===== src/common/sis_pkg.sv =====
package sis_pkg;

	// ----------------------------------------------------------------
	// register map
	// ----------------------------------------------------------------
	localparam int          SIS_AW          = 7;
	localparam logic [6:0]  SIS_ADDR_MASK   = 7'h0A;
	localparam logic [6:0]  SIS_ADDR_CAUSE  = 7'h0B;
	localparam logic [6:0]  SIS_ADDR_STATUS = 7'h0C;

	// ----------------------------------------------------------------
	// reset values and the unmapped read value
	// ----------------------------------------------------------------
	localparam logic [7:0]  SIS_MASK_RST    = 8'h00;
	localparam logic [7:0]  SIS_CAUSE_RST   = 8'h00;
	localparam logic [7:0]  SIS_RDATA_RST   = 8'h00;
	localparam logic [7:0]  SIS_UNMAPPED    = 8'h00;

	// ----------------------------------------------------------------
	// cause bit positions
	// ----------------------------------------------------------------
	localparam int          SIS_C_LOCK      = 0;
	localparam int          SIS_C_INVALID   = 1;
	localparam int          SIS_C_CHSTAT    = 2;
	localparam int          SIS_C_TERR      = 3;
	localparam int          SIS_C_NONLIN    = 4;
	localparam int          SIS_C_COPY      = 5;
	localparam int          SIS_C_EMPH      = 6;
	localparam int          SIS_C_RATE      = 7;

	// ----------------------------------------------------------------
	// status flag positions (bit 7 of status reads zero)
	// ----------------------------------------------------------------
	localparam int          SIS_F_NONLIN    = 0;
	localparam int          SIS_F_SYNC      = 1;
	localparam int          SIS_F_COPY      = 2;
	localparam int          SIS_F_EMPH      = 3;
	localparam int          SIS_F_RATE_LO   = 4;
	localparam int          SIS_F_RATE_HI   = 5;
	localparam int          SIS_F_UNLOCK    = 6;
	localparam int          SIS_FLAG_W      = 7;

	// ----------------------------------------------------------------
	// recovered rate codes
	// ----------------------------------------------------------------
	localparam logic [1:0]  SIS_RATE_192K   = 2'h0;
	localparam logic [1:0]  SIS_RATE_96K    = 2'h1;
	localparam logic [1:0]  SIS_RATE_48K    = 2'h2;
	localparam logic [1:0]  SIS_RATE_32K    = 2'h3;

	// ----------------------------------------------------------------
	// carriers
	// ----------------------------------------------------------------
	// packed so that the bit order equals the status layout
	typedef struct packed {
		logic       unlock_flag;
		logic [1:0] recovered_rate_code;
		logic       preemph_bit;
		logic       copy_permit_bit;
		logic       sync_detect;
		logic       nonlinear_bit;
	} sis_flags_t;

	typedef struct packed {
		logic              rd;
		logic              wr;
		logic [SIS_AW-1:0] addr;
		logic [7:0]        wdata;
	} sis_req_t;

endpackage


===== src/hdl/sis_change_det.sv =====
`timescale 1ns/1ns
module sis_change_det #(
	parameter int WIDTH = 7
) (
	// clock and reset
	input  wire logic             sys_clk,
	input  wire logic             rstn,
	// watched flags and their toggles
	input  wire logic [WIDTH-1:0] din,
	output logic      [WIDTH-1:0] change
);

	logic [WIDTH-1:0] prev_ff;
	logic             primed_ff;

	// ----------------------------------------------------------------
	// previous-cycle copy
	// ----------------------------------------------------------------
	// primed blocks a false toggle on the first cycle after reset
	always_ff @(posedge sys_clk or negedge rstn) begin
		if (!rstn) begin
			prev_ff   <= '0;
			primed_ff <= 1'b0;
		end else begin
			prev_ff   <= din;
			primed_ff <= 1'b1;
		end
	end

	// any difference from last cycle is a toggle
	assign change = primed_ff ? (din ^ prev_ff) : '0;

endmodule


===== src/hdl/sis_irq_status.sv =====
// Operation
// RULE1 - cause bit 0 set by a toggle of the lock indication
// RULE2 - cause bit 1 set by the invalid-sample indication
// RULE3 - cause bit 2 set by the channel-status-updated indication
// RULE4 - cause bit 3 set by the transfer error indication
// RULE5 - cause bit 4 set by a toggle of nonlinear bit or sync detect
// RULE6 - cause bit 5 set by a toggle of the copy permission bit
// RULE7 - cause bit 6 set by a toggle of the pre-emphasis bit
// RULE8 - cause bit 7 set by a change of the rate code
// RULE9 - status bit 0 mirrors channel-status bit 1, nonlinear audio
// RULE10 - status bit 1 reads 1 while burst sync code is detected
// RULE11 - status bit 2 mirrors channel-status bit 2, copy permission
// RULE12 - status bit 3 mirrors channel-status bit 3, pre-emphasis
// RULE13 - masked events neither set cause nor interrupt; reset unmasked
// RULE14 - lock indication is 1 while unlocked, its toggles feed bit 0
// RULE15 - rate code 00 192k, 01 96/88.2k, 10 48/44.1k, 11 32k
// RULE16 - pre-emphasis value is 1 when data carries pre-emphasis
// RULE17 - interrupt low while unmasked cause set; cause read clears it
// RULE18 - a flag change is any difference from last cycle's value
`timescale 1ns/1ns
module sis_irq_status
	import sis_pkg::*;
(
	// clock and reset
	input  wire logic       sys_clk,
	input  wire logic       rstn,
	// receiver flags, same clock domain
	input  wire sis_flags_t rx_flags,
	input  wire logic       invalid_flag,
	input  wire logic       chstat_changed_flag,
	input  wire logic       transfer_error_flag,
	// register access from the control interface
	input  wire sis_req_t   reg_req,
	output logic [7:0]      reg_rdata_ff,
	// interrupt, active low
	output logic            irq_n_ff
);

	// ----------------------------------------------------------------
	// decode
	// ----------------------------------------------------------------
	function automatic logic is_read(input sis_req_t r,
		input logic [SIS_AW-1:0] a);
		return r.rd && (r.addr == a);
	endfunction

	logic [7:0]            mask_ff;
	logic [7:0]            cause_ff;
	logic [7:0]            nxt_mask;
	logic [7:0]            nxt_cause;
	logic [7:0]            nxt_rdata;
	logic [7:0]            ev;
	logic [7:0]            status_word;
	logic [SIS_FLAG_W-1:0] chg;
	logic                  rd_mask;
	logic                  rd_cause;
	logic                  rd_status;
	logic                  wr_mask;
	logic                  live_ff;

	assign rd_mask   = is_read(reg_req, SIS_ADDR_MASK);
	assign rd_cause  = is_read(reg_req, SIS_ADDR_CAUSE);
	assign rd_status = is_read(reg_req, SIS_ADDR_STATUS);
	assign wr_mask   = reg_req.wr && (reg_req.addr == SIS_ADDR_MASK);

	// ----------------------------------------------------------------
	// toggle detection
	// ----------------------------------------------------------------
	// RULE18 compare with previous cycle
	sis_change_det #(
		.WIDTH (SIS_FLAG_W)
	) u_chg (
		.sys_clk (sys_clk),
		.rstn    (rstn),
		.din     (rx_flags),
		.change  (chg)
	);

	// ----------------------------------------------------------------
	// event vector
	// ----------------------------------------------------------------
	// RULE1 lock toggle event
	// RULE14 unlock level watched
	assign ev[SIS_C_LOCK]    = chg[SIS_F_UNLOCK];
	// RULE2 invalid level event
	assign ev[SIS_C_INVALID] = invalid_flag;
	// RULE3 channel status update
	assign ev[SIS_C_CHSTAT]  = chstat_changed_flag;
	// RULE4 transfer error event
	assign ev[SIS_C_TERR]    = transfer_error_flag;
	// RULE5 nonlinear or sync toggle
	assign ev[SIS_C_NONLIN]  = chg[SIS_F_NONLIN] | chg[SIS_F_SYNC];
	// RULE6 copy permission toggle
	assign ev[SIS_C_COPY]    = chg[SIS_F_COPY];
	// RULE7 pre-emphasis toggle
	assign ev[SIS_C_EMPH]    = chg[SIS_F_EMPH];
	// RULE8 rate code change
	assign ev[SIS_C_RATE]    = chg[SIS_F_RATE_LO] | chg[SIS_F_RATE_HI];

	// ----------------------------------------------------------------
	// cause and mask next state
	// ----------------------------------------------------------------
	// RULE13 masked events dropped
	// RULE17 read clears, a same-cycle event still sets
	assign nxt_cause = (rd_cause ? SIS_CAUSE_RST : cause_ff)
		| (ev & ~mask_ff);
	assign nxt_mask  = wr_mask ? reg_req.wdata : mask_ff;

	// ----------------------------------------------------------------
	// read data
	// ----------------------------------------------------------------
	// RULE9 nonlinear bit at 0
	// RULE10 sync detect at 1
	// RULE11 copy permission at 2
	// RULE12 pre-emphasis at 3
	// RULE15 rate code at 5:4, passed as received
	// RULE16 pre-emphasis level kept as received
	assign status_word = {1'b0, rx_flags};
	// rdata holds between reads so a slow host can sample it
	assign nxt_rdata = rd_cause  ? cause_ff    :
	                   rd_status ? status_word :
	                   rd_mask   ? mask_ff     :
	                   reg_req.rd ? SIS_UNMAPPED : reg_rdata_ff;

	// ----------------------------------------------------------------
	// registers
	// ----------------------------------------------------------------
	// RULE13 all unmasked at reset
	always_ff @(posedge sys_clk or negedge rstn) begin
		if (!rstn) begin
			mask_ff      <= SIS_MASK_RST;
			cause_ff     <= SIS_CAUSE_RST;
			reg_rdata_ff <= SIS_RDATA_RST;
		end else begin
			mask_ff      <= nxt_mask;
			cause_ff     <= nxt_cause;
			reg_rdata_ff <= nxt_rdata;
		end
	end

	// RULE17 interrupt from unmasked causes
	always_ff @(posedge sys_clk or negedge rstn) begin
		if (!rstn) begin
			irq_n_ff <= 1'b1;
			live_ff  <= 1'b0;
		end else begin
			irq_n_ff <= ~|(nxt_cause & ~mask_ff);
			live_ff  <= 1'b1;
		end
	end
endmodule

===== config.mk =====
export PLATFORM = sky130hd
export DESIGN_NAME = sis_irq_status
export DESIGN_NICKNAME = d
export VERILOG_FILES = /design/src/common/sis_pkg.sv /design/src/hdl/sis_change_det.sv /design/src/hdl/sis_irq_status.sv
export SDC_FILE = /design/constraint.sdc
export NUM_CORES = 1
export LEC_CHECK = 0
export ABC_CLOCK_PERIOD_IN_PS = 1100
export CORE_MARGIN = 2
export CORE_UTILIZATION = 40
export CTS_CLUSTER_DIAMETER = 30
export DETAILED_ROUTE_END_ITERATION = 10
export DONT_BUFFER_PORTS = 1
export GPL_ROUTABILITY_DRIVEN = 0
export PLACE_DENSITY = 0.52
export SETUP_SLACK_MARGIN = 0.02
export SLEW_MARGIN = 20
export SYNTH_ARGS = -nofsm -noshare
export SYNTH_HDL_FRONTEND = slang
export SYNTH_SLANG_ARGS = --single-unit

===== constraint.sdc =====
create_clock -name sys_clk -period 1.1 [get_ports sys_clk]
set_input_delay 0.055 -clock sys_clk [delete_from_list [all_inputs] [get_ports sys_clk]]
set_output_delay 0.055 -clock sys_clk [all_outputs]
set_load 0.01 [all_outputs]

## Word-level counts from Yosys, hierarchy flattened

Cells that the tools add are included.

| word-level totals | value |
|---|---|
| register bits after elaboration | 33 |
| bits in latches | 0 |
| bits in writable memories | 0 |
| bits in read-only memories | 0 |
| input port bits | 29 |
| output and inout port bits | 9 |
| logic and storage cells | 29 |
| memories | 0 |

| cells by class | value |
|---|---|
| $add $sub $neg | 0 |
| $mul | 0 |
| divide/modulo/power cells | 0 |
| magnitude comparators | 0 |
| equal/unequal tests | 3 |
| shift operators | 0 |
| multiplexer cells | 6 |
| bitwise gates (word level) | 7 |
| reduce and logical (&&, ||, !) cells | 7 |

Operators with widths:

| kind | number |
|---|---|
| $mux 8 | 5 |
| $eq 7x4->1 const B | 3 |
| $and 8x8->8 | 2 |
| $not 8->8 | 1 |
| $or 8x8->8 | 1 |
| $reduce_or 8->1 | 1 |
| $mux 7 | 1 |
| $xor 7x7->7 | 1 |
| $logic_and 1x1->1 | 4 |
| $reduce_bool 4->1 | 1 |
| $or 1x1->1 | 2 |
| $logic_not 1->1 | 1 |

## Depth between registers and ports, before layout

Gate-level depths: netlist of the first run.

| logic depth | value |
|---|---|
| depth after elaboration | 8 |
| gate-level depth with buffers | 6 |
| mapped depth without buffers | 4 |

## Modules after synthesis

From an unflattened synthesis of the first run, not the netlist that was laid out.

| unflattened totals | value |
|---|---|
| cell total of the unflattened synthesis | 126 |
| area, all modules | 1,534.0 um^2 |

By module, submodules not included:

| module | times used | cells an instance | area each (um^2) | sequential area each (um^2) |
|---|---|---|---|---|
| sis_irq_status | 1 | 103 | 1,224.9 | 626.9 |
| sis_change_det | 1 | 23 | 309.0 | 200.2 |

## Worst setup path before layout of the first run

No wires, ideal clock.

| timing | value |
|---|---|
| kind | in2reg |
| start | input port reg_req[13] (netlist bit) |
| end | register mask_ff[0] |
| setup time | 125 ps |
| arrival time | 1,061 ps |
| required time | 975 ps |
| setup slack | -86 ps |
| cell stages on the path | 4 |
| path buffers | 1 |
| path through | nor4b_4 -> and4b_1 -> buf_4 -> mux2_2 |

| between the ends | value |
|---|---|
| word-level cells in the longest chain between the ends | 2 |

RTL lines:

| item | line | source |
|---|---|---|
| start, declared | sis_irq_status.sv:33 | `input wire sis_req_t reg_req,` |
| $eq 7x4->1 | sis_irq_status.sv:64 | `assign wr_mask = reg_req.wr && (reg_req.addr == SIS_ADDR_MASK);` |
| $logic_and 1x1->1 | sis_irq_status.sv:64 |  |
| end signal, assigned | sis_irq_status.sv:135 | `mask_ff <= nxt_mask;` |
| end, declared | sis_irq_status.sv:47 | `logic [7:0] mask_ff;` |

No other way between the ends.
A chain may end at the register's enable or synchronous reset.

## Worst setup path in the final report of the first run

| timing | value |
|---|---|
| start | register mask_ff[1] |
| end | register irq_n_ff |

| between the ends | value |
|---|---|
| word-level cells in the longest chain between the ends | 6 |

RTL lines:

| item | line | source |
|---|---|---|
| $not 8->8 (*) | sis_irq_status.sv:106, sis_irq_status.sv:147 |  |
| $and 8x8->8 | sis_irq_status.sv:106 | `\| (ev & ~mask_ff);` |
| $or 8x8->8 | sis_irq_status.sv:106 |  |
| $and 8x8->8 (*) | sis_irq_status.sv:147 | `irq_n_ff <= ~\|(nxt_cause & ~mask_ff);` |
| $reduce_or 8->1 (*) | sis_irq_status.sv:147 |  |
| $logic_not 1->1 (*) | sis_irq_status.sv:147 |  |
| end signal, assigned | sis_irq_status.sv:147 |  |
| end, declared | sis_irq_status.sv:36 | `output logic irq_n_ff` |

Mark *: on every way between the ends. The rest lies on a longest branch, timed or not.

==> results of run 1 <==
power groups by stage:
stage          sequential, W  combinational (W)  clock (W)
3_3_place_gp         0.00132           0.000190          0
6_report             0.00130           0.000328    0.00137
2_1_floorplan        0.00131           0.000130          0
3_5_place_dp         0.00132           0.000193          0
5_1_grt              0.00131           0.000356    0.00146
4_1_cts              0.00130           0.000306    0.00139
layer usage:
metal,vias up,part of all wire,track usage
li1,549,-,-
met1,582,0.47,0.285
met2,37,0.46,0.289
met3,2,0.061,0.0764
met4,0,0.0061,0.0638
met5,-,0,0
per-stage QoR:
step / setup WS (ns) / utilization
4_1_cts: -0.0348 / 0.595
3_5_place_dp: -0.0896 / 0.476
3_3_place_gp: -0.0825 / 0.476
5_1_grt: -0.154 / 0.608
2_1_floorplan: -0.0816 / -
6_report: -0.0546 / 0.608
final cells by class:
type | instances | area share
Clock inverter | 3 | 0.0297
Clock buffer | 5 | 0.0314
Multi-Input combinational cell | 78 | 0.310
Inverter | 9 | 0.0154
Sequential cell | 33 | 0.377
Tap cell | 48 | 0.0274
Timing Repair Buffer | 51 | 0.208
worst max-delay path: cells and delay by family (launching register included):
family / cells / cell delay [ns]
flops: 1 / 0.39
simple gates: 3 / 0.59
compound gates: 1 / 0.11
placed cells by master (no fill, tap or decap), types with 5 or more instances in the layout:
| master | Yosys | layout |
|---|---|---|
| o221ai_1 | 7 | 6 |
| nand2b_1 | 11 | 10 |
| clkbuf_8 | 0 | 5 |
| buf_4 | 1 | 27 |
| dfrtp_1 | 32 | 32 |
| nand2_1 | 7 | 7 |
| a22oi_1 | 6 | 6 |
| inv_1 | 9 | 8 |
| dlygate4sd3_1 | 0 | 20 |
| mux2_4 | 0 | 8 |
cells by family after synthesis:
kind of cell	after synthesis
other	1
AO/OA/AOI/OAI	30
flip-flops	33
multiplexers	8
buffers and inverters	14
XOR/XNOR	7
AND/OR/NAND/NOR	32
timing repair:
action                                  4_1_cts  5_1_grt
endpoints found under the hold margin        59        0
buffers inserted                              4        3
endpoints found under the setup margin        2        6
pin swaps                                     5        5
hold buffers                                 21        0
resized for setup                             9        7
registers in the layout, summed over array words and instances (netlist names):
| name | flops |
|---|---|
| cause_ff | 8 |
| u_chg.primed_ff | 1 |
| mask_ff | 8 |
| irq_n_ff | 1 |
| reg_rdata_ff | 8 |
| u_chg.prev_ff | 7 |
worst paths after layout:
kind                               endpoint  slack, ns  cells past startpoint
setup / recovery                   irq_n_ff      -0.05                      4
hold reg to reg                 cause_ff[4]       0.48                      1
min in group asynchronous  u_chg.prev_ff[6]       0.21                      2
setup reg to reg                   irq_n_ff      -0.05                      4
max in group asynchronous          irq_n_ff       0.64                      2
hold / removal              reg_rdata_ff[4]       0.02                      2
==> results_dict.tcl, run 1 <==
set metrics [dict create \
    setup_ws_ns -0.0546 \
    synth_compound_area_frac 0.151 \
    clockBufferDepth 2 \
    gr-usage-all-layers 0.203 \
    netlist_top_cells_count "32 x dfrtp_1, 11 x nand2b_1, 9 x inv_1, 8 x mux2_2" \
    rows 22 \
    diodes 0 \
    seq_area_frac_synth 0.562 \
    synth-simple-area-share 0.142 \
    p_total_w 0.00300 \
    p_sw_w 0.000639 \
    synthFlopType "dfrtp_1" \
    grt_pass1_vias 1173 \
    yosys.area.top_type "dfrtp_1" \
    worstSkewPairLatency_ns 0.29 \
    max_slew_margin 0.525 \
    holdWs_ns 0.0156 \
    p_sw_frac 0.213 \
    dp.cells 192 \
    hold_path_class "in2reg" \
    ys_types 31 \
    synth_top_family_by_area "compound AO/OA/AOI/OAI gates" \
    fp.dieW_um 64.7 \
    ff_latch_area_um2 827 \
    max_freq_ghz 0.866 \
    cts_tree "built" \
    dpl_cell_area_um2 1720 \
    final_cells 227 \
    power_frac_seq 0.434 \
    worst_slew_pin_slew_ns 0.711 \
    synth.area.top_cells "dfrtp_1 54%, mux2_2 6.1%, nand2b_1 4.7%" \
    die_y_um 64.7 \
    grt_pass1_wl_mm 6.09 \
    reg2reg_from "mask_ff[1]" \
    drive_gt1_frac 0.341 \
    dr.pass1.iters 4 \
    power_frac_comb 0.110 \
    irDropWorstVdd_mv 1.00 \
    synth_edf_count 0 \
    crit_required_ns 1.33 \
    worst_ep_arrival_time_ns 1.39 \
    antenna_left 0 \
    viasPerCell 5.15 \
    internal-power_w 0.00236 \
    muxShareOfSynthArea 0.0612 \
    core_area_um2 3610 \
    synth-xor-area-share 0.0416 \
    worst_clock_skew_ns 0.00716 \
    violations "negative setup slack" \
    syn_area_um2 1470 \
    synthArstFlopShare 1.00 \
    synthMostInstantiatedCell "dfrtp_1" \
    wl_per_cell_um 16.6 \
    worstSetupStartpoint "mask_ff[1]" \
    start_util 0.408 \
    path_cells "nand2b_1, o211ai_1, nor4_1, and3_1" \
    grt_max_degree 34 \
    layout.nets 207 \
    clk_pin_slew_ns 0.08 \
    fin_setup_tns_ns -0.0546 \
    critPathMaxStageDelay_ns 0.39 \
    routed_wl_mm 3.76 \
    period_minus_slack_ns 1.15 \
    finish.instance_area_um2 2190 \
    nFillCells 305 \
    syn_to_final_growth_pct 48.8 \
    crit_path_max_fanout 4 \
    syn_area_per_cell_um2 11.8 \
    syn_inst 125 \
    cap_violations 0 \
    grt_overflow 0 \
    startpoint_type "flop" \
    syn_nets 154 \
    outcome "finished, violations left" \
    dp_hpwl_mm 2.48 \
    fin_crit_sh 1.05 \
    worstSetupEndpointType "flop" \
    cts_root_buf "clkbuf_8" \
    ys_warn_count 0 \
    htree_levels 2 \
    ys_ff_latch 33 \
    hold_viol 0 \
    synth_top_area_share 0.544 \
    holdCritStartpoint "rx_flags[4]" \
    antenna_found_initial 0 \
    cts-buffers-inserted 5 \
    clockPowerShare 0.457 \
    critPathSlowestCell "dfrtp_1" \
    p_leak_nw 1.06 \
    multi_input_area_um2 679 \
    setup_viol 1 \
    drc 0 \
    clock-sinks 33 \
    vias 1170 \
    power.density_nw_per_um2 1370 \
    rsz0062_at_grt "yes" \
    final_max_slew_viol_count 0 \
    io_pins 38 \
    drtIter0Drc 49 \
    path_class "reg2reg" \
    die_area_um2 4180 \
    numPortBuffers 0 \
    synthAdderAreaFrac 0 \
]
Power figures use the tool's default switching activity.
==> run 2, diff against run 1 <==
--- a/config.mk
+++ b/config.mk
@@ -17,4 +17,5 @@
 export SLEW_MARGIN = 20
 export SYNTH_ARGS = -nofsm -noshare
 export SYNTH_HDL_FRONTEND = slang
+export SYNTH_HIERARCHICAL = 1
 export SYNTH_SLANG_ARGS = --single-unit
==> run 2 against run 1 <==
Effect of this change: the flow still finishes with violations (negative setup slack); non-clock buffer count is 3 lower; die area is 3.9% higher; critical path depth is 1 higher; maximum frequency is 23% lower; power is 11% lower; critical path type unchanged; largest cell class unchanged.
==> results_dict.tcl, run 2 <==
set metrics [dict create \
    top_regs "cause_ff (8), mask_ff (8), reg_rdata_ff (8)" \
    layout.nets 206 \
    gr-usage-all-layers 0.207 \
    max_slew_margin 0.542 \
    antenna_left 0 \
    fin_crit_sh 1.35 \
    clk_pin_slew_ns 0.07 \
    syn_inst 126 \
    rsz0062_at_grt "yes" \
    power.density_nw_per_um2 1210 \
    holdCritStartpoint "rx_flags[2]" \
    syn_to_final_growth_pct 43.6 \
    p_leak_nw 1.05 \
    reg2reg_from "u_chg/prev_ff[2]" \
    worstSkewPairLatency_ns 0.28 \
    whs_path_depth 2 \
    io_pins 38 \
    worst_slew_pin_slew_ns 0.685 \
    holdWs_ns 0.00826 \
    ys_types 27 \
    startpoint_type "flop" \
    dr.pass1.iters 4 \
    grt_overflow 0 \
    syn_area_um2 1530 \
    vias 1155 \
    antenna_found_initial 0 \
    synth.area.top_cells "dfrtp_1 52%, mux2_2 5.9%, o221ai_1 4.6%" \
    clockBufferDepth 2 \
    cts_root_buf "clkbuf_8" \
    die_area_um2 4350 \
    diodes 0 \
    path_buf_inv 0 \
    yosys.area.top_type "dfrtp_1" \
    grt_pass1_vias 1322 \
    netlist_top_cells_count "32 x dfrtp_1, 9 x inv_1, 8 x mux2_2, 8 x nor2b_1, 8 x o221ai_1" \
    setup_viol 3 \
    critPathSlowestCell "or4_4" \
    ys_ff_latch 33 \
    grt_pass1_wl_mm 6.46 \
    fp.dieW_um 65.9 \
    max_freq_ghz 0.671 \
    path_class "reg2reg" \
    wl_per_cell_um 17.0 \
    numPortBuffers 0 \
    routed_wl_mm 3.85 \
    ff_latch_area_um2 828 \
    crit_required_ns 1.30 \
    worst_clock_skew_ns 0.00582 \
    multi_input_area_um2 731 \
    critPathTopFamily "simple AND/OR/NAND/NOR gates" \
    period_minus_slack_ns 1.49 \
    grt_max_degree 34 \
    synthArstFlopShare 1.00 \
    synth_edf_count 0 \
    syn_nets 155 \
    nFillCells 320 \
    crit_path_max_fanout 2 \
    worstSetupEndpointType "flop" \
    cap_violations 0 \
    viasPerCell 5.11 \
    drive_gt1_frac 0.410 \
    clock-sinks 33 \
    synthMostInstantiatedCell "dfrtp_1" \
    outcome "finished, violations left" \
    irDropWorstVdd_mv 0.707 \
    path_cells "xor2_1, and2_1, nor2b_4, or4_4, a211oi_2" \
    hold_path_class "in2reg" \
    r2r_end "irq_n_ff" \
    final_util 0.602 \
    final_max_slew_viol_count 0 \
    rows 22 \
    setup_ws_ns -0.390 \
    fin_setup_tns_ns -0.454 \
    cts_tree "built" \
    layout_common_cells "31 x dfrtp_1, 23 x buf_4, 19 x dlygate4sd3_1" \
    drc 0 \
    start_util 0.419 \
    critPathMaxStageDelay_ns 0.50 \
    violations "negative setup slack" \
    core_area_um2 3660 \
    cts-buffers-inserted 5 \
    die_y_um 65.9 \
    worst_ep_arrival_time_ns 1.69 \
    drtIter0Drc 55 \
    synthFlopType "dfrtp_1" \
    hold_end "reg_rdata_ff[2]" \
    reg2reg_slack_ns -0.39 \
    dp_hpwl_mm 2.60 \
    htree_levels 2 \
    ff2ff_path_depth 5 \
    final_common_cell "dfrtp_1" \
    ys_warn_count 6 \
    hold_viol 0 \
    seq_area_frac_synth 0.539 \
    synth_top_area_share 0.522 \
    syn_area_per_cell_um2 12.2 \
]
==> run 2: changes by cell type after synthesis, sizes merged, moves of 3 or more <==
cell    previous run  this run
xnor2              7         0
and2               0         7
a21o               3         6
nand2b            11         7
nand2              7         2
xor2               0         7
nor2b              3         8
==> run 2: worst reg2reg max path, stage by stage (launching register included) <==
cell and delay (ns):
dfrtp_1 0.37, xor2_1 0.13, and2_1 0.14, nor2b_4 0.12
or4_4 0.50, a211oi_2 0.15
==> run 2: stage by stage <==
step | worst slack [ns] | power [W] | std cells | instance area [um^2]
floorplan | -0.345 | 0.00144 | 126 | 1570
global placement | -0.366 | 0.00154 | 198 | 1820
detailed placement | -0.394 | 0.00155 | 198 | 1820
CTS | -0.401 | 0.00268 | 226 | 2180
global route | -0.443 | 0.00279 | 226 | 2200
finish | -0.390 | 0.00266 | 226 | 2200
==> run 2: power by group <==
part / internal [W] / switching, W / leakage [nW]
Clock: 0.000565 / 0.000430 / 0.0542
Sequential: 0.00126 / 0.0000353 / 0.393
Combinational: 0.000223 / 0.000149 / 0.599
==> run 2: layout make-up <==
cell class              count  share of cell area
clock buffers               7              0.0438
well taps                  48              0.0273
multi-input cells          80               0.332
clock inverters             1             0.00227
repair buffers             48               0.203
flip-flops and latches     33               0.376
inverters                   9              0.0153
==> run 2: cells by family (layout without fill, tap and decap cells) <==
| family | Yosys count | after routing | synth area share |
|---|---|---|---|
| buffers and inverters | 13 | 65 | 0.0391 |
| XOR/XNOR | 7 | 7 | 0.0400 |
| multiplexers | 9 | 9 | 0.0653 |
| flip-flops | 33 | 33 | 0.539 |
| AND/OR/NAND/NOR | 34 | 34 | 0.165 |
| other | 1 | 1 | 0.00244 |
| AO/OA/AOI/OAI | 29 | 29 | 0.149 |
==> run 2: how the worst max path moves through the flow <==
stage / to / from / cells after the start / slack (ns)
3_5_place_dp: irq_n_ff / u_chg/prev_ff[2] / 5 / -0.39
4_1_cts: irq_n_ff / u_chg/prev_ff[2] / 5 / -0.40
3_3_place_gp: irq_n_ff / u_chg/prev_ff[2] / 5 / -0.37
5_1_grt: irq_n_ff / u_chg/prev_ff[2] / 5 / -0.44
6_report: irq_n_ff / u_chg/prev_ff[2] / 5 / -0.39
2_1_floorplan: irq_n_ff / u_chg/prev_ff[2] / 5 / -0.35
==> run 2: routing by layer <==
layer / track usage / up-vias / part of all wire
met5: 0 / - / 0
met4: 0.0859 / 0 / 0.013
met3: 0.0511 / 6 / 0.069
met1: 0.268 / 563 / 0.44
met2: 0.331 / 37 / 0.48
li1: - / 549 / -
==> run 2: repair_timing <==
action / CTS / global route
pin swaps: 2 / 7
hold buffers: 19 / 1
gates cloned: 0 / 0
hold endpoints to repair: 53 / 1
setup endpoints to repair: 4 / 5
setup buffers: 1 / 2
gates resized for setup: 15 / 8
